`config.mk`:
```
export PLATFORM = sky130hd
export DESIGN_NAME = ssbp_top
export DESIGN_NICKNAME = d
export VERILOG_FILES = /design/src/rtl/ssbp_pkg.sv /design/src/rtl/ssbp_sync2.sv /design/src/rtl/ssbp_burst_ctr.sv /design/src/rtl/ssbp_top.sv
export VERILOG_INCLUDE_DIRS = /design/src /design/src/rtl
export SDC_FILE = /design/constraint.sdc
export NUM_CORES = 1
export LEC_CHECK = 0
export BUFFER_PORTS_ARGS = -buffer_cell sky130_fd_sc_hd__buf_2
export CELL_PAD_IN_SITES_DETAIL_PLACEMENT = 0
export CELL_PAD_IN_SITES_GLOBAL_PLACEMENT = 1
export CORE_MARGIN = 2
export CORE_UTILIZATION = 36
export DETAILED_ROUTE_END_ITERATION = 8
export GPL_ROUTABILITY_DRIVEN = 0
export PLACE_DENSITY = 0.77
export SLEW_MARGIN = 25
export SYNTH_ARGS = -nofsm -noshare
export SYNTH_HDL_FRONTEND = slang
export SYNTH_SLANG_ARGS = --single-unit
```
`constraint.sdc`:
```
create_clock -name clk -period 4 [get_ports clk]
set_input_delay 1.2 -clock clk [delete_from_list [all_inputs] [get_ports clk]]
set_output_delay 1.2 -clock clk [all_outputs]
set_load 0.005 [all_outputs]
```
`src/rtl/ssbp_consts.svh`:
```
// constants of the synchronous late-write sram port: widths, strap codes, reset values
// assumes it is included by the package and by each design file, by bare name
`ifndef SSBP_CONSTS_SVH
`define SSBP_CONSTS_SVH

// ****************************************************************
// widths
// ****************************************************************
`define SSBP_LANE_W     9
`define SSBP_LANES      4
`define SSBP_DATA_W     36
`define SSBP_ADDR_W     19
`define SSBP_BURST_W    2
`define SSBP_UPPER_W    17
`define SSBP_STRAP_W    3

// ****************************************************************
// strap vector positions inside the synchroniser
// ****************************************************************
`define SSBP_STRAP_SLEEP    2
`define SSBP_STRAP_FLOW_N   1
`define SSBP_STRAP_LINEAR_N 0

// ****************************************************************
// reset values and burst step
// ****************************************************************
`define SSBP_DQ_RST     36'h0_0000_0000
`define SSBP_BURST_ONE  2'h1
`define SSBP_BURST_ZERO 2'h0

`endif

```
`src/rtl/ssbp_pkg.sv`:
```
// types shared by the synchronous late-write sram port
// assumes ssbp_consts.svh is on the include path
`include "ssbp_consts.svh"

package ssbp_pkg;

    // operation carried by the current burst
    typedef enum logic [1:0] {
        OP_IDLE,
        OP_READ,
        OP_WRITE
    } ssbp_op_t;

    // one pending late write
    typedef struct packed {
        logic                       valid;
        logic [`SSBP_ADDR_W-1:0]    addr;
        logic [`SSBP_LANES-1:0]     lanes;
    } ssbp_wr_t;

    // whole state of the port apart from the burst counter and the synchroniser
    typedef struct packed {
        ssbp_wr_t                   wr1;
        ssbp_wr_t                   wr2;
        logic                       rd1;
        logic                       rd2;
        logic [`SSBP_DATA_W-1:0]    dqOut;
        ssbp_op_t                   lastOp;
        logic [`SSBP_UPPER_W-1:0]   upper;
    } ssbp_top_st_t;

    // burst counter state
    typedef struct packed {
        logic [`SSBP_BURST_W-1:0]   preset;
        logic [`SSBP_BURST_W-1:0]   beat;
    } ssbp_burst_st_t;

endpackage : ssbp_pkg

```
`src/rtl/ssbp_sync2.sv`:
```
// two-flop synchroniser for asynchronous level inputs
// assumes a single clock and an asynchronous active-high reset
`timescale 1ns/100ps
`include "ssbp_consts.svh"

module ssbp_sync2
    import ssbp_pkg::*;
#(
    parameter int W = 1
)
(
    // clock and reset
    input  wire logic           clk,
    input  wire logic           sys_rst,
    // levels
    input  wire logic [W-1:0]   d,
    output logic      [W-1:0]   q
);

    typedef struct packed {
        logic [W-1:0] s1;
        logic [W-1:0] s2;
    } ssbp_sync_st_t;

    ssbp_sync_st_t st_r;
    ssbp_sync_st_t st_nxt;

    always_comb
    begin
        st_nxt    = st_r;
        st_nxt.s1 = d;
        st_nxt.s2 = st_r.s1;
    end

    always_ff @(posedge clk or posedge sys_rst)
    begin
        if (sys_rst)
        begin
            st_r <= '0;
        end
        else
        begin
            st_r <= st_nxt;
        end
    end

    assign q = st_r.s2;

endmodule : ssbp_sync2

```
`src/rtl/ssbp_burst_ctr.sv`:
```
// four-beat burst counter for the two low address bits
// assumes load and advance come from the same clock domain
`timescale 1ns/100ps
`include "ssbp_consts.svh"

module ssbp_burst_ctr
    import ssbp_pkg::*;
(
    // clock and reset
    input  wire logic                       clk,
    input  wire logic                       sys_rst,
    // control
    input  wire logic                       advance,
    input  wire logic                       load,
    input  wire logic                       linear,
    input  wire logic [`SSBP_BURST_W-1:0]   presetIn,
    // low address bits of this access
    output logic      [`SSBP_BURST_W-1:0]   lsbOut
);

    ssbp_burst_st_t st_r;
    ssbp_burst_st_t st_nxt;
    logic [`SSBP_BURST_W-1:0] stepBeat;

    always_comb
    begin
        st_nxt   = st_r;
        stepBeat = st_r.beat + `SSBP_BURST_ONE;
        if (load)
        begin
            lsbOut = presetIn;
        end
        else if (linear)
        begin
            lsbOut = st_r.preset + stepBeat;
        end
        else
        begin
            lsbOut = st_r.preset ^ stepBeat;
        end
        if (advance)
        begin
            if (load)
            begin
                st_nxt.preset = presetIn;
                st_nxt.beat   = `SSBP_BURST_ZERO;
            end
            else
            begin
                st_nxt.beat = stepBeat;
            end
        end
    end

    always_ff @(posedge clk or posedge sys_rst)
    begin
        if (sys_rst)
        begin
            st_r <= '0;
        end
        else
        begin
            st_r <= st_nxt;
        end
    end

    a_burst_step_one: assert property (
        @(posedge clk) disable iff (sys_rst)
        (advance && load) ##1 (advance && !load && $stable(linear))
        |-> lsbOut == (linear ? 2'($past(presetIn) + `SSBP_BURST_ONE)
                              : ($past(presetIn) ^ `SSBP_BURST_ONE)))
        else $error("burst step after load gives wrong low bits");

    a_burst_preset_load: assert property (
        @(posedge clk) disable iff (sys_rst)
        (advance && load) ##1 (advance && !load)[*3] ##1 (advance && !load && linear)
        |-> lsbOut == $past(presetIn, 4))
        else $error("linear burst does not wrap to preset after four beats");

endmodule : ssbp_burst_ctr

```
`src/rtl/ssbp_top.sv`:
```
// synchronous late-write sram port: command capture, burst, late write, read path
// assumes an external storage array with synchronous read and write ports on clk,
// and a controller whose address, command and data are launched from clk
`timescale 1ns/100ps
`include "ssbp_consts.svh"

// How it works
// inputs are sampled on the rising clock edge
// reads and writes interleave without idle cycles
// write data two cycles late, one in flow-through
// pipelined read data leaves via output register
// mode strap low gives flow-through, high pipelined
// output enable turns drivers off asynchronously
// sleep input powers down asynchronously
// writes are started by the clock edge
// burst-order strap is static: low linear
// nine-bit byte lanes, each with write control
// write select low writes, high reads
// selected only when first low, second high, third low
// clock gate low lets edges advance state
// advance/load picks new address or counter step
// two low address bits preset the counter
// advance/load high steps, low loads
// four-beat counter, linear add or interleaved xor
module ssbp_top
    import ssbp_pkg::*;
(
    // clock and reset
    input  wire logic                       clk,
    input  wire logic                       sys_rst,
    // address and command
    input  wire logic [`SSBP_UPPER_W-1:0]   addrUpper,
    input  wire logic                       burstPresetLsb0,
    input  wire logic                       burstPresetLsb1,
    input  wire logic                       writeSelect_n,
    input  wire logic                       chipSelectOne_n,
    input  wire logic                       chipSelectTwo,
    input  wire logic                       chipSelectThree_n,
    input  wire logic                       burstStepLoad,
    input  wire logic                       clockGate_n,
    // byte-lane write controls
    input  wire logic                       byteLane0Write_n,
    input  wire logic                       byteLane1Write_n,
    input  wire logic                       byteLane2Write_n,
    input  wire logic                       byteLane3Write_n,
    // asynchronous controls and straps
    input  wire logic                       outputEnable_n,
    input  wire logic                       sleepRequest,
    input  wire logic                       flowThroughSel_n,
    input  wire logic                       linearOrderSel_n,
    // data pins
    input  wire logic [`SSBP_DATA_W-1:0]    dqIn,
    output logic      [`SSBP_DATA_W-1:0]    dqOut,
    output logic                            dqOe,
    // storage array read port
    output logic                            arrRdStb,
    output logic      [`SSBP_ADDR_W-1:0]    arrRdAddr,
    input  wire logic [`SSBP_DATA_W-1:0]    arrRdData,
    // storage array write port
    output logic                            arrWrStb,
    output logic      [`SSBP_ADDR_W-1:0]    arrWrAddr,
    output logic      [`SSBP_DATA_W-1:0]    arrWrData,
    output logic      [`SSBP_LANES-1:0]     arrLaneWe,
    // status
    output logic                            powerDown
);

    // ****************************************************************
    // declarations
    // ****************************************************************
    ssbp_top_st_t               st_r;
    ssbp_top_st_t               st_nxt;
    logic [`SSBP_STRAP_W-1:0]   strapSync;
    logic                       flowMode;
    logic                       linearMode;
    logic                       sleepSync;
    logic                       take;
    logic                       selected;
    logic                       loadNow;
    ssbp_op_t                   opNow;
    logic                       isRead;
    logic                       isWrite;
    logic [`SSBP_BURST_W-1:0]   burstLsb;
    logic [`SSBP_ADDR_W-1:0]    curAddr;
    logic [`SSBP_LANES-1:0]     laneWe;
    ssbp_wr_t                   wrDue;
    logic                       driveSlot;

    // ****************************************************************
    // straps and sleep
    // ****************************************************************
    ssbp_sync2 #(
        .W      (`SSBP_STRAP_W)
    ) u_strap_sync (
        .clk    (clk),
        .sys_rst(sys_rst),
        .d      ({sleepRequest, flowThroughSel_n, linearOrderSel_n}),
        .q      (strapSync)
    );

    assign flowMode   = ~strapSync[`SSBP_STRAP_FLOW_N];
    assign linearMode = ~strapSync[`SSBP_STRAP_LINEAR_N];
    assign sleepSync  = strapSync[`SSBP_STRAP_SLEEP];
    assign powerDown  = sleepRequest;

    // ****************************************************************
    // command decode
    // ****************************************************************
    assign take     = ~clockGate_n;
    assign selected = ~chipSelectOne_n & chipSelectTwo & ~chipSelectThree_n;
    assign loadNow  = ~burstStepLoad;
    assign laneWe   = ~{byteLane3Write_n, byteLane2Write_n,
                        byteLane1Write_n, byteLane0Write_n};

    always_comb
    begin
        if (sleepSync)
        begin
            opNow = OP_IDLE;
        end
        else if (loadNow)
        begin
            if (!selected)
            begin
                opNow = OP_IDLE;
            end
            else if (writeSelect_n)
            begin
                opNow = OP_READ;
            end
            else
            begin
                opNow = OP_WRITE;
            end
        end
        else
        begin
            opNow = st_r.lastOp;
        end
    end

    assign isRead  = take & (opNow == OP_READ);
    assign isWrite = take & (opNow == OP_WRITE);

    // ****************************************************************
    // burst address
    // ****************************************************************
    ssbp_burst_ctr u_burst (
        .clk     (clk),
        .sys_rst (sys_rst),
        .advance (take),
        .load    (loadNow),
        .linear  (linearMode),
        .presetIn({burstPresetLsb1, burstPresetLsb0}),
        .lsbOut  (burstLsb)
    );

    assign curAddr = {(loadNow ? addrUpper : st_r.upper), burstLsb};

    // ****************************************************************
    // array ports
    // ****************************************************************
    assign wrDue     = flowMode ? st_r.wr1 : st_r.wr2;
    assign arrWrStb  = take & wrDue.valid;
    assign arrWrAddr = wrDue.addr;
    assign arrWrData = dqIn;
    assign arrLaneWe = arrWrStb ? wrDue.lanes : '0;
    assign arrRdStb  = isRead;
    assign arrRdAddr = curAddr;

    // ****************************************************************
    // next state
    // ****************************************************************
    always_comb
    begin
        st_nxt = st_r;
        if (take)
        begin
            // a new command enters every taken edge whatever the last one was
            st_nxt.wr1.valid = isWrite;
            st_nxt.wr1.addr  = curAddr;
            st_nxt.wr1.lanes = laneWe;
            st_nxt.wr2       = st_r.wr1;
            st_nxt.rd1       = isRead;
            st_nxt.rd2       = st_r.rd1;
            if (st_r.rd1)
            begin
                st_nxt.dqOut = arrRdData;
            end
            st_nxt.lastOp = opNow;
            if (loadNow)
            begin
                st_nxt.upper = addrUpper;
            end
        end
    end

    always_ff @(posedge clk or posedge sys_rst)
    begin
        if (sys_rst)
        begin
            st_r <= '0;
        end
        else
        begin
            st_r <= st_nxt;
        end
    end

    // ****************************************************************
    // data pins
    // ****************************************************************
    assign dqOut     = flowMode ? arrRdData : st_r.dqOut;
    assign driveSlot = flowMode ? st_r.rd1 : st_r.rd2;
    assign dqOe      = driveSlot & ~outputEnable_n & ~sleepRequest;

    // ****************************************************************
    // checks
    // ****************************************************************
    a_pipe_read_reg: assert property (
        @(posedge clk) disable iff (sys_rst)
        (isRead && !flowMode) ##1 (take && !flowMode)
        |=> st_r.rd2 && st_r.dqOut == $past(arrRdData))
        else $error("pipelined read data not in output register");

    a_flow_read_slot: assert property (
        @(posedge clk) disable iff (sys_rst)
        (isRead && flowMode) |=> st_r.rd1 && (dqOut == arrRdData)
            && dqOe == (!outputEnable_n && !sleepRequest))
        else $error("flow-through read not driven in next cycle");

    a_flow_late_write: assert property (
        @(posedge clk) disable iff (sys_rst)
        (isWrite && flowMode) ##1 (take && flowMode)
        |-> arrWrStb && arrWrAddr == $past(curAddr)
            && arrLaneWe == $past(laneWe))
        else $error("single late write not taken one cycle after command");

    a_pipe_late_write: assert property (
        @(posedge clk) disable iff (sys_rst)
        (isWrite && !flowMode) ##1 (take && !flowMode) ##1 (take && !flowMode)
        |-> arrWrStb && arrWrAddr == $past(curAddr, 2)
            && arrLaneWe == $past(laneWe, 2))
        else $error("double late write not taken two cycles after command");

    a_gate_hold_state: assert property (
        @(posedge clk) disable iff (sys_rst)
        !take |=> $stable(st_r) ##0 !$past(arrWrStb) && !$past(arrRdStb))
        else $error("state moved on an ignored clock edge");

    a_deselect_idle: assert property (
        @(posedge clk) disable iff (sys_rst)
        (take && loadNow && (chipSelectOne_n || !chipSelectTwo || chipSelectThree_n))
        |-> !arrRdStb ##1 !st_r.rd1 && !st_r.wr1.valid)
        else $error("deselected device started a cycle");

    a_oe_drivers_off: assert property (
        @(posedge clk) disable iff (sys_rst)
        (outputEnable_n || sleepRequest) |-> !dqOe)
        else $error("drivers on while output enable off or asleep");

    a_sleep_no_access: assert property (
        @(posedge clk) disable iff (sys_rst)
        sleepSync |-> !arrRdStb && !isWrite)
        else $error("access started while asleep");

    a_read_write_turn: assert property (
        @(posedge clk) disable iff (sys_rst)
        (isRead && !flowMode) ##1 isWrite |=> st_r.rd2 && st_r.wr1.valid)
        else $error("write right after read was not accepted");

    a_write_type_sel: assert property (
        @(posedge clk) disable iff (sys_rst)
        (take && loadNow && selected && !sleepSync)
        |=> st_r.wr1.valid == !$past(writeSelect_n) && st_r.rd1 == $past(writeSelect_n))
        else $error("write select decoded the wrong way");

    a_write_read_turn: assert property (
        @(posedge clk) disable iff (sys_rst)
        (isWrite && flowMode) ##1 isRead |-> arrWrStb && arrRdStb)
        else $error("read right after write was not accepted");

    a_advance_keeps_upper: assert property (
        @(posedge clk) disable iff (sys_rst)
        (isRead && loadNow) ##1 (take && !loadNow && !sleepSync)
        |-> isRead && arrRdAddr[`SSBP_ADDR_W-1:`SSBP_BURST_W] == $past(addrUpper))
        else $error("burst read lost its upper address or operation");

endmodule : ssbp_top

```
# [Word level (Yosys, flattened, before mapping)]
# Index checks and enable logic that the tools add are counted.
[op_classes] bitwise=15 eq_ne=2 shift=0 mul=0 add_sub_neg=2 n_reduce_logical=2 muxes=12 order_cmp=0 div_mod_pow=0
[ops] op="2-to-1 mux 36 bit" count=1
[ops] op="2-to-1 mux 24 bit" count=1
[ops] op="2-to-1 mux 17 bit" count=1
[ops] op="2-to-1 mux 2 bit" count=7
[ops] op="bitwise AND 1 bit" count=7
[ops] op="NOT 1 bit" count=6
[ops] op="2-to-1 mux 4 bit" count=1
[ops] op="NOT 4 bit" count=1
[ops] op="AND reduction 2 bit" count=2
[ops] op="adder 2 x 1 -> 2 bit (second input constant)" count=1
[ops] op="adder 2 bit" count=1
[ops] op="equality test 2 x 1 -> 1 bit (second input constant)" count=1
[ops] op="equality test 2 bit (second input constant)" count=1
[ops] op="XOR 2 bit" count=1
[ops] op="2-to-1 mux 1 bit" count=1
[word_totals] memories=0 ff_bits=115 romBits=0 latch_bits=0 in_bits=107 ram_bits=0

# [Longest topological paths before layout]
# Gate-level depths: netlist of run 1.
[depth] ltp_word=8 depth_mapped=6 depth_no_buf=6

# [Modules after synthesis]
# A second synthesis of run 1 with hierarchy kept.
[unflattened] cells_unflattened=369 area_unflattened_um2=5167.5
[modules_own_cells] mod="ssbp_top" n_inst=1 area_each_um2=4767.1 seq_area_each_um2=2202.1 cells_per_inst=340
[modules_own_cells] mod="ssbp_burst_ctr" n_inst=1 area_each_um2=246.5 seq_area_each_um2=100.1 cells_per_inst=22
[modules_own_cells] mod="ssbp_sync2" n_inst=1 area_each_um2=153.9 seq_area_each_um2=150.1 cells_per_inst=7

# [Worst setup path after synthesis of run 1]
# No wires, ideal clock.
[synth_timing] path_kind="in2out" start="input burstStepLoad" end="output arrRdStb" t_required_ns=2.800 path_stages=4 slack_ns=0.829 n_path_buf=1 t_arrival_ns=1.971 path_cell_list="buf_6 nor4b_1 nand2_1 a21boi_0"
[synth_via] elab_chain_cells=4
[synth_lines] item="start, declared" line="ssbp_top.sv:39" rtl="input wire logic burstStepLoad,"
[synth_lines] item="2-to-1 mux 2 bit" line="ssbp_top.sv:121" rtl="else if (loadNow)"
[synth_lines] item="2-to-1 mux 2 bit" line="ssbp_top.sv:117" rtl="if (sleepSync)"
[synth_lines] item="equality test 2 x 1 -> 1 bit" line="ssbp_top.sv:142" rtl="assign isRead = take & (opNow == OP_READ);"
[synth_lines] item="bitwise AND 1 bit" line="ssbp_top.sv:142"
[synth_lines] item="end, declared" line="ssbp_top.sv:56" rtl="output logic arrRdStb,"
# Every way passes these cells.

# [Worst setup path in the final report of run 1]
[layout_timing] start="input chipSelectOne_n" end="output arrRdStb"
[layout_via] elab_chain_cells=8
[layout_lines] item="start, declared" line="ssbp_top.sv:36" rtl="input wire logic chipSelectOne_n,"
[layout_lines] item="NOT 1 bit" line="ssbp_top.sv:110" rtl="assign selected = ~chipSelectOne_n & chipSelectTwo & ~chipSelectThree_n;"
[layout_lines] item="bitwise AND 1 bit (2 in a row)" line="ssbp_top.sv:110"
[layout_lines] item="2-to-1 mux 2 bit" line="ssbp_top.sv:123" rtl="if (!selected)"
[layout_lines] item="2-to-1 mux 2 bit" line="ssbp_top.sv:121"
[layout_lines] item="2-to-1 mux 2 bit" line="ssbp_top.sv:117"
[layout_lines] item="equality test 2 x 1 -> 1 bit" line="ssbp_top.sv:142"
[layout_lines] item="bitwise AND 1 bit" line="ssbp_top.sv:142"
# Every way passes these cells.

==> results of run 1 <==
[how the worst min path moves through the flow]
stage	end
6_report	u_strap_sync.q[0]$_DFF_PP0_
3_5_place_dp	u_strap_sync.q[2]$_DFF_PP0_
5_1_grt	u_strap_sync.q[0]$_DFF_PP0_
4_1_cts	u_strap_sync.q[1]$_DFF_PP0_
2_1_floorplan	u_strap_sync.q[0]$_DFF_PP0_
3_3_place_gp	u_strap_sync.q[1]$_DFF_PP0_
[placed cells by master, fill, tap and decap left out, types with 2 or more instances in the layout]
cell	netlist	routed
buf_2	15	152
nor3_1	2	2
buf_12	0	2
o21ai_0	7	7
dfrtp_1	98	97
bufinv_16	0	3
clkbuf_8	0	2
clkinv_2	0	2
nand2_1	10	10
mux2i_1	10	10
clkbuf_16	0	9
mux2_2	150	150
nor2_1	6	6
buf_4	38	5
a21o_1	2	2
inv_1	7	6
[per-layer routing]
metal,part of all wire,vias to the layer above,track usage
met4,0.016,0,0.0560
met3,0.10,14,0.0470
met1,0.45,1512,0.177
met2,0.43,150,0.207
li1,-,1482,-
met5,0,-,0
[where the power goes]
part           switching [mW]  total, mW  internal (mW)
Combinational           0.213      0.574          0.361
Clock                   0.358       1.00          0.643
Sequential              0.100       1.26           1.16
Total                   0.671       2.84           2.17
[cell families (layout without fill, tap and decap cells)]
logic type,after synthesis,count (layout)
AND/OR/NAND/NOR,26,26
XOR/XNOR,2,2
AO/OA/AOI/OAI,15,15
buffers and inverters,64,182
other,0,1
multiplexers,161,161
flip-flops,98,98
adder cells (fa/ha/maj),1,1
[cell type report]
| cell class | count | area share |
|---|---|---|
| multi-input cells | 205 | 0.348 |
| clock inverters | 5 | 0.0167 |
| flip-flops and latches | 98 | 0.410 |
| repair buffers | 159 | 0.140 |
| diodes | 1 | 0.000418 |
| inverters | 7 | 0.00523 |
| well taps | 176 | 0.0368 |
| clock buffers | 11 | 0.0423 |
[critical path: stages]
cell      delay, ns
buf_2          0.10
nor4b_1        0.58
nand2_1        0.16
a21boi_0       0.20
buf_4          0.16
buf_2          0.11
[cell usage after synthesis, drive strengths merged]
cell type | n | area share
a21boi | 1 | 0.0015
a21o | 3 | 0.0048
a22o | 2 | 0.0038
buf | 56 | 0.077
clkbuf | 1 | 0.00076
dfrtp | 98 | 0.50
ha | 1 | 0.0025
inv | 7 | 0.0053
mux2 | 151 | 0.35
mux2i | 10 | 0.020
nand2 | 10 | 0.0076
nand2b | 1 | 0.0013
nand3b | 1 | 0.0015
nor2 | 7 | 0.0058
nor2b | 3 | 0.0043
nor3 | 2 | 0.0020
nor4b | 1 | 0.0018
o21a | 1 | 0.0015
o21ai | 7 | 0.0071
o31ai | 1 | 0.0015
or2 | 1 | 0.0013
xnor2 | 1 | 0.0018
xnor3 | 1 | 0.0046
[sequential cells by signal (all words and copies together) (netlist names)]
register / flops
u_strap_sync.q: 3
st_r: 88
u_strap_sync.st_nxt: 3
u_burst.st_r: 4
==> impl_metrics.json, run 1 <==
{
  "layout-drive-gt1-share": 0.689,
  "rsz0062_at_grt": "false",
  "p_total_mw": 2.84,
  "layoutNonFillerInstCount": 662,
  "yosys.area_share.adder": 0.00253,
  "tns_ns": 0,
  "finClkSkew_ns": 0.00400,
  "hold_viol_final": 0,
  "critPathArrivalTime_ns": 2.50,
  "syn_nets": 475,
  "num_rows": 42,
  "r2r_slack_ns": 2.20,
  "drt-wirelength-per-cell_um": 15.0,
  "core_um2": 13300,
  "hold_start": "u_strap_sync.st_nxt[0]$_DFF_PP0_",
  "fin_crit_ns": 3.70,
  "gr-total-overflow": 0,
  "cts_tree": "yes",
  "relSlewSlack": 0.502,
  "pwr_density_cell_nw_per_um2": 475,
  "drt_iter0_drc": 116,
  "worstMarginPinSlew_ns": 0.748,
  "die_y_um": 121,
  "post_cts_buffers": 0,
  "num_vias": 3158,
  "max_cap_viol_count": 0,
  "drtPass1Iterations": 4,
  "timing.hold.ws_ns": 0.354,
  "critPathRequiredTime_ns": 2.80,
  "synth.mux.area_fraction": 0.366,
  "worstSetupStartpoint": "chipSelectOne_n",
  "grt_antenna_before_repair": 0,
  "holdPathStages": 0,
  "synth_top_family_by_area": "multiplexers",
  "syn_avg_cell_area_um2": 13.4,
  "ant_nets": 0,
  "cts.sinks": 98,
  "path_class": "input port to primary output",
  "final_util": 0.450,
  "synth_compound_area_frac": 0.0203,
  "cts.clk_slew.worst_paths_ns": 0.06,
  "endpoint": "arrRdStb",
  "drv_slew": 0,
  "leakage_nw": 2.91,
  "grt_use_total": 0.136,
  "start_util": 0.371,
  "cts.hold.buffers_added": 0,
  "grt_max_degree": 86,
  "rr_worst_depth": 6,
  "netlist_instances": 367,
  "cp-start-kind": "input port",
  "drc": 0,
  "cts_buffers": 9,
  "status": "finished clean",
  "yosys.area_share.xor_xnor": 0.00634,
  "synth_cell_types": 31,
  "nFillCells": 1204,
  "synthToLayoutAreaGrowth_pct": 21.2,
  "fin_ws_ns": 0.297,
  "critical_path.max_fanout": 2,
  "grt_pass1_wl_mm": 15.6,
  "worstSetupEndpointType": "primary output",
  "vias_per_cell": 4.77,
  "ys_warn_count": 0,
  "drt_wl_total_mm": 9.93,
  "numPortBuffers": 152,
  "die_area_um2": 14700,
  "ctsResizeCount": 0,
  "fin_crit_sh": 0.926,
  "r2r_start": "u_burst.st_r[0]$_DFFE_PP0N_",
  "min_path_type": "flop to flop",
  "root_buffer": "clkbuf_16",
  "placed_area_um2": 5610,
  "fmax_mhz": 270,
  "place_ws_ns": 0.370,
  "nets": 588,
  "ys_ff_latch": 98,
  "grt_pass1_vias": 3190,
  "synth-simple-area-share": 0.0256,
  "regArea_um2": 2450,
  "syn-cell-area_um2": 4940,
  "die_w_um": 121,
  "ir_worst_vdd_mv": 0.212,
  "num_io_pins": 225,
  "seq_area_frac_synth": 0.497,
  "setup_viol": 0,
  "insertion_delay_ns": 0.34,
  "dpl.hpwl_mm": 6.92,
  "place_inst": 644,
  "fin_area_um2": 5980,
  "r2r-end": "st_r[86]$_DFFE_PP0N_",
  "htree_levels": 3,
  "cts_buffer_depth": 2,
  "multi_input_area_um2": 2080
}
(Power assumes the default switching activity.)
==> inputs of run 2 (changes only) <==
CTS_BUF_LIST = sky130_fd_sc_hd__clkbuf_4 sky130_fd_sc_hd__clkbuf_8 sky130_fd_sc_hd__clkbuf_16   (was unset)
SLEW_MARGIN = 20   (was 25)
==> run 2 against run 1 <==
  * Clock skew is 0.0024 ns higher
  * Maximum frequency is essentially flat
  * Global-route usage is 0.12 points higher
  * Routed wire length barely moved
  * Largest power group unchanged
  * Flip-flop and latch count unchanged
  * Critical path type unchanged
  * Register-to-register slack hardly changed
  * Combinational power about the same
  * Utilization decreased by 0.15 points
  * Clock power is essentially flat
==> impl_metrics.json, run 2 (synthesis gave the netlist of run 1 again) <==
{
  "r2r_start": "u_burst.st_r[0]$_DFFE_PP0N_",
  "ctsResizeCount": 0,
  "cts_tree": "yes",
  "fin_crit_sh": 0.925,
  "drt-wirelength-per-cell_um": 15.0,
  "pwr_density_cell_nw_per_um2": 477,
  "ir_worst_vdd_mv": 0.230,
  "layout-drive-gt1-share": 0.688,
  "reg_top3": "st_r: 88 flops, u_burst.st_r: 4 flops",
  "critPathRequiredTime_ns": 2.80,
  "cp-start-kind": "input port",
  "p_total_mw": 2.84,
  "grt_use_total": 0.137,
  "status": "finished clean",
  "crit_path_max_incr_delay_ns": 0.58,
  "critPathMostFrequentCell": "buf_2",
  "grt_pass1_wl_mm": 15.7,
  "cts.hold.buffers_added": 0,
  "max_cap_viol_count": 0,
  "placed_area_um2": 5600,
  "cts_buffer_depth": 2,
  "grt_pass1_vias": 3168,
  "grt_max_degree": 86,
  "layout_commonest_cell": "buf_2",
  "critPathArrivalTime_ns": 2.50,
  "ant_nets": 0,
  "drc": 0,
  "worstMarginPinSlew_ns": 1.05,
  "dpl.hpwl_mm": 6.94,
  "finClkSkew_ns": 0.00637,
  "setup_viol": 0,
  "top_register": "st_r",
  "hold_viol_final": 0,
  "worstSetupEndpointType": "primary output",
  "cts.clk_slew.worst_paths_ns": 0.06,
  "die_w_um": 121,
  "insertion_delay_ns": 0.34,
  "tns_ns": 0,
  "path_class": "input port to primary output",
  "worstSetupStartpoint": "chipSelectOne_n",
  "cts_buffers": 9,
  "final_cell_mix": "152 x buf_2, 150 x mux2_2, 97 x dfrtp_1",
  "numPortBuffers": 152,
  "path_buf_inv": 3,
  "critical_path.max_fanout": 2,
  "rsz0062_at_grt": "false",
  "num_vias": 3147,
  "start_util": 0.371,
  "htree_levels": 3,
  "num_io_pins": 225,
  "vias_per_cell": 4.76,
  "fmax_mhz": 270,
  "drv_slew": 0,
  "place_ws_ns": 0.365,
  "grt_antenna_before_repair": 0,
  "hold_start": "u_strap_sync.st_nxt[1]$_DFF_PP0_",
  "cts.sinks": 98,
  "fin_crit_ns": 3.70,
  "die_area_um2": 14700,
  "slowest_stage": "nor4b_1",
  "path_cells": "buf_2 > nor4b_1 > nand2_1 > a21boi_0 > buf_4 > buf_2",
  "nets": 587,
  "gr-total-overflow": 0,
  "drt_iter0_drc": 119,
  "min_path_type": "flop to flop",
  "drtPass1Iterations": 4,
  "drt_wl_total_mm": 9.92,
  "synthToLayoutAreaGrowth_pct": 20.8,
  "fin_area_um2": 5960,
  "r2r_slack_ns": 2.20,
  "cp_top_family": "simple AND/OR/NAND/NOR gates",
  "core_um2": 13300,
  "relSlewSlack": 0.296,
  "post_cts_buffers": 0,
  "leakage_nw": 2.91,
  "root_buffer": "clkbuf_16",
  "die_y_um": 121,
  "largest_reg_flops": 88,
  "fin_ws_ns": 0.299,
  "num_rows": 42
}
-- run 2: cell types whose count changed in the layout (fill, tap and decap cells not counted), sizes merged --
cell,previous run,this run
buf,159,158
-- run 2: final timing paths --
check	endpoint	depth (start not counted)
max	arrRdStb	6
min	u_strap_sync.q[1]$_DFF_PP0_	0
max reg2reg	st_r[86]$_DFFE_PP0N_	6
min reg2reg	u_strap_sync.q[1]$_DFF_PP0_	0
max in group asynchronous	st_r[42]$_DFFE_PP0P_	3
min in group asynchronous	st_r[30]$_DFFE_PP0P_	2
-- run 2: layout make-up --
class	count	area, µm²
inverter	7	31.3
clock buffer	11	253
clock inverter	5	100
antenna	1	2.50
tap	176	220
timing repair buffer	158	818
multi-input combinational	205	2080
sequential	98	2450
fill	1207	7330
-- run 2: where the power goes --
part	leakage, nW	internal (mW)	switching, mW
Clock	0.176	0.643	0.362
Sequential	1.21	1.16	0.100
Combinational	1.52	0.361	0.213
-- run 2: metal layers --
metal | vias up | wire length (µm) | track usage | part of all wire
met5 | - | 0 | 0 | 0
met4 | 0 | 160 | 0.0516 | 0.016
met3 | 16 | 1000 | 0.0479 | 0.10
met2 | 144 | 4200 | 0.208 | 0.42
met1 | 1500 | 4550 | 0.181 | 0.46
li1 | 1487 | - | - | -
-- run 2: stage by stage --
step	hold slack, ns	std cells	util
3_3_place_gp	0.336	644	0.421
6_report	0.351	661	0.448
2_1_floorplan	0.331	367	-
5_1_grt	0.362	660	0.448
4_1_cts	0.353	660	0.448
3_5_place_dp	0.338	644	0.421
==> inputs of run 3 (changes only) <==
GPL_ROUTABILITY_DRIVEN = unset   (was 0)
REMOVE_ABC_BUFFERS = 1   (was unset)
==> run 3 against run 2 <==
  * Utilization down 0.46 points
  * Register-to-register slack worse by 0.04 ns
  * Global-route usage up 1.9 points
  * Sequential share of layout area up 0.43 points
  * Power down 7.0%
  * Highest routed layer unchanged
==> impl_metrics.json, run 3 (synthesis gave the netlist of run 1 again) <==
{
  "num_rows": 42,
  "cts_buffers": 9,
  "tns_ns": 0,
  "place_ws_ns": 0.487,
  "drv_slew": 0,
  "largest_reg_flops": 88,
  "wl_met3_mm": 1.43,
  "insertion_delay_ns": 0.34,
  "p_sw_frac": 0.255,
  "leakage_nw": 2.87,
  "route.met2.wl_mm": 4.78,
  "cts.hold.buffers_added": 0,
  "status": "finished clean",
  "grt_pass1_wl_mm": 17.5,
  "fin_crit_ns": 3.51,
  "rr_worst_depth": 2,
  "worstMarginPinSlew_ns": 1.08,
  "cp-start-kind": "input port",
  "htree_levels": 3,
  "regArea_um2": 2450,
  "die_w_um": 121,
  "core_um2": 13300,
  "nFillCells": 1241,
  "critical_path.max_fanout": 10,
  "cts_buffer_depth": 2,
  "grt_max_degree": 57,
  "num_io_pins": 225,
  "synthToLayoutAreaGrowth_pct": 19.5,
  "root_buffer": "clkbuf_16",
  "ant_nets": 0,
  "relSlewSlack": 0.281,
  "r2r_start": "st_r[56]$_DFFE_PP0N_",
  "min_path_type": "flop to flop",
  "wl_met1_mm": 4.95,
  "r2r_slack_ns": 2.16,
  "timing.hold.ws_ns": 0.347,
  "drt-wirelength-per-cell_um": 17.1,
  "critPathRequiredTime_ns": 2.80,
  "grt_antenna_before_repair": 0,
  "fin_crit_sh": 0.877,
  "layout_commonest_cell": "buf_2",
  "endpoint": "arrRdStb",
  "multi_input_area_um2": 2080,
  "setup_viol": 0,
  "layout-drive-gt1-share": 0.689,
  "cts.clk_slew.worst_paths_ns": 0.06,
  "globalplace.congestion": 0.745,
  "reg_top3": "st_r: 88 flops, u_burst.st_r: 4 flops",
  "drt_wl_total_mm": 11.3,
  "grt_pass1_vias": 3261,
  "cts_tree": "yes",
  "hold_viol_final": 0,
  "numPortBuffers": 152,
  "fin_ws_ns": 0.494,
  "critPathArrivalTime_ns": 2.31,
  "clkPwrFrac": 0.304,
  "ir_worst_vdd_mv": 0.164,
  "combPwrFrac": 0.218,
  "rsz0062_at_grt": "false",
  "top_layer_used": "met4",
  "die_area_um2": 14700,
  "top_register": "st_r",
  "pwr_density_cell_nw_per_um2": 448,
  "drt_iter0_drc": 99,
  "die_y_um": 121,
  "p_sw_mw": 0.674,
  "gr-total-overflow": 0,
  "intPower_mw": 1.97,
  "worstSetupEndpointType": "primary output",
  "vias_per_cell": 4.81,
  "grt_use_total": 0.156,
  "num_vias": 3177,
  "r2r-end": "st_r[28]$_DFFE_PP0P_",
  "finClkSkew_ns": 0.00656,
  "start_util": 0.371,
  "worstSetupStartpoint": "burstStepLoad",
  "max_cap_viol_count": 0,
  "num_antenna_cells": 0,
  "post_cts_buffers": 0,
  "nets": 588,
  "fmax_mhz": 285,
  "path_class": "input port to primary output",
  "dpl.hpwl_mm": 8.30,
  "p_total_mw": 2.64,
  "drtPass1Iterations": 4,
  "ctsResizeCount": 0,
  "power.share.sequential": 0.478,
  "drc": 0,
  "cts.sinks": 98,
  "final_cell_mix": "152 x buf_2, 150 x mux2_2, 97 x dfrtp_1"
}
[run 3: changes by cell type in the layout (fill, tap and decap cells not counted)]
cell | before | now
buf_12 | 1 | 2
bufinv_16 | 3 | 0
clkbuf_4 | 0 | 1
clkbuf_8 | 2 | 1
clkinv_2 | 2 | 3
clkinvlp_4 | 0 | 2
diode_2 | 1 | 0
inv_4 | 0 | 1
inv_6 | 1 | 0
[run 3: worst min-delay path by stage]
stage	startpoint	endpoint	slack, ns	depth (start not counted)
after CTS	u_strap_sync.st_nxt[2]$_DFF_PP0_	u_strap_sync.q[2]$_DFF_PP0_	0.35	0
after global placement	u_strap_sync.st_nxt[1]$_DFF_PP0_	u_strap_sync.q[1]$_DFF_PP0_	0.34	0
after floorplan	u_strap_sync.st_nxt[0]$_DFF_PP0_	u_strap_sync.q[0]$_DFF_PP0_	0.33	0
after detailed placement	u_strap_sync.st_nxt[2]$_DFF_PP0_	u_strap_sync.q[2]$_DFF_PP0_	0.34	0
final	u_strap_sync.st_nxt[2]$_DFF_PP0_	u_strap_sync.q[2]$_DFF_PP0_	0.35	0
after global routing	u_strap_sync.st_nxt[2]$_DFF_PP0_	u_strap_sync.q[2]$_DFF_PP0_	0.36	0
[run 3: power groups by stage]
stage	clock, mW	sequential (mW)	combinational [mW]
floorplan	0	1.25	0.356
global placement	0	1.27	0.575
finish	0.803	1.26	0.576
global route	0.882	1.29	0.638
CTS	0.838	1.26	0.590
detailed placement	0	1.28	0.586
[run 3: final cells by class]
type | count | area share
clock buffer | 11 | 0.0418
sequential | 98 | 0.416
inverter | 7 | 0.00488
tap | 176 | 0.0373
timing repair buffer | 159 | 0.142
multi-input combinational | 205 | 0.353
clock inverter | 5 | 0.00509
[run 3: per-stage QoR]
stage	instance area (µm²)	cells	util
2_1_floorplan	4550	310	-
3_3_place_gp	5620	645	0.423
3_5_place_dp	5620	645	0.423
4_1_cts	5900	661	0.444
5_1_grt	5900	661	0.444
6_report	5900	661	0.444
[run 3: metal layers]
layer	up-vias	track usage
met5	-	0.0184
met4	0	0.0567
met3	11	0.0832
met2	155	0.221
met1	1544	0.200
li1	1467	-
[run 3: critical path, stage by stage]
cell      delay (ns)
buf_2           0.19
nor4b_1         0.37
nand2_1         0.13
a21boi_0        0.25
buf_2           0.16
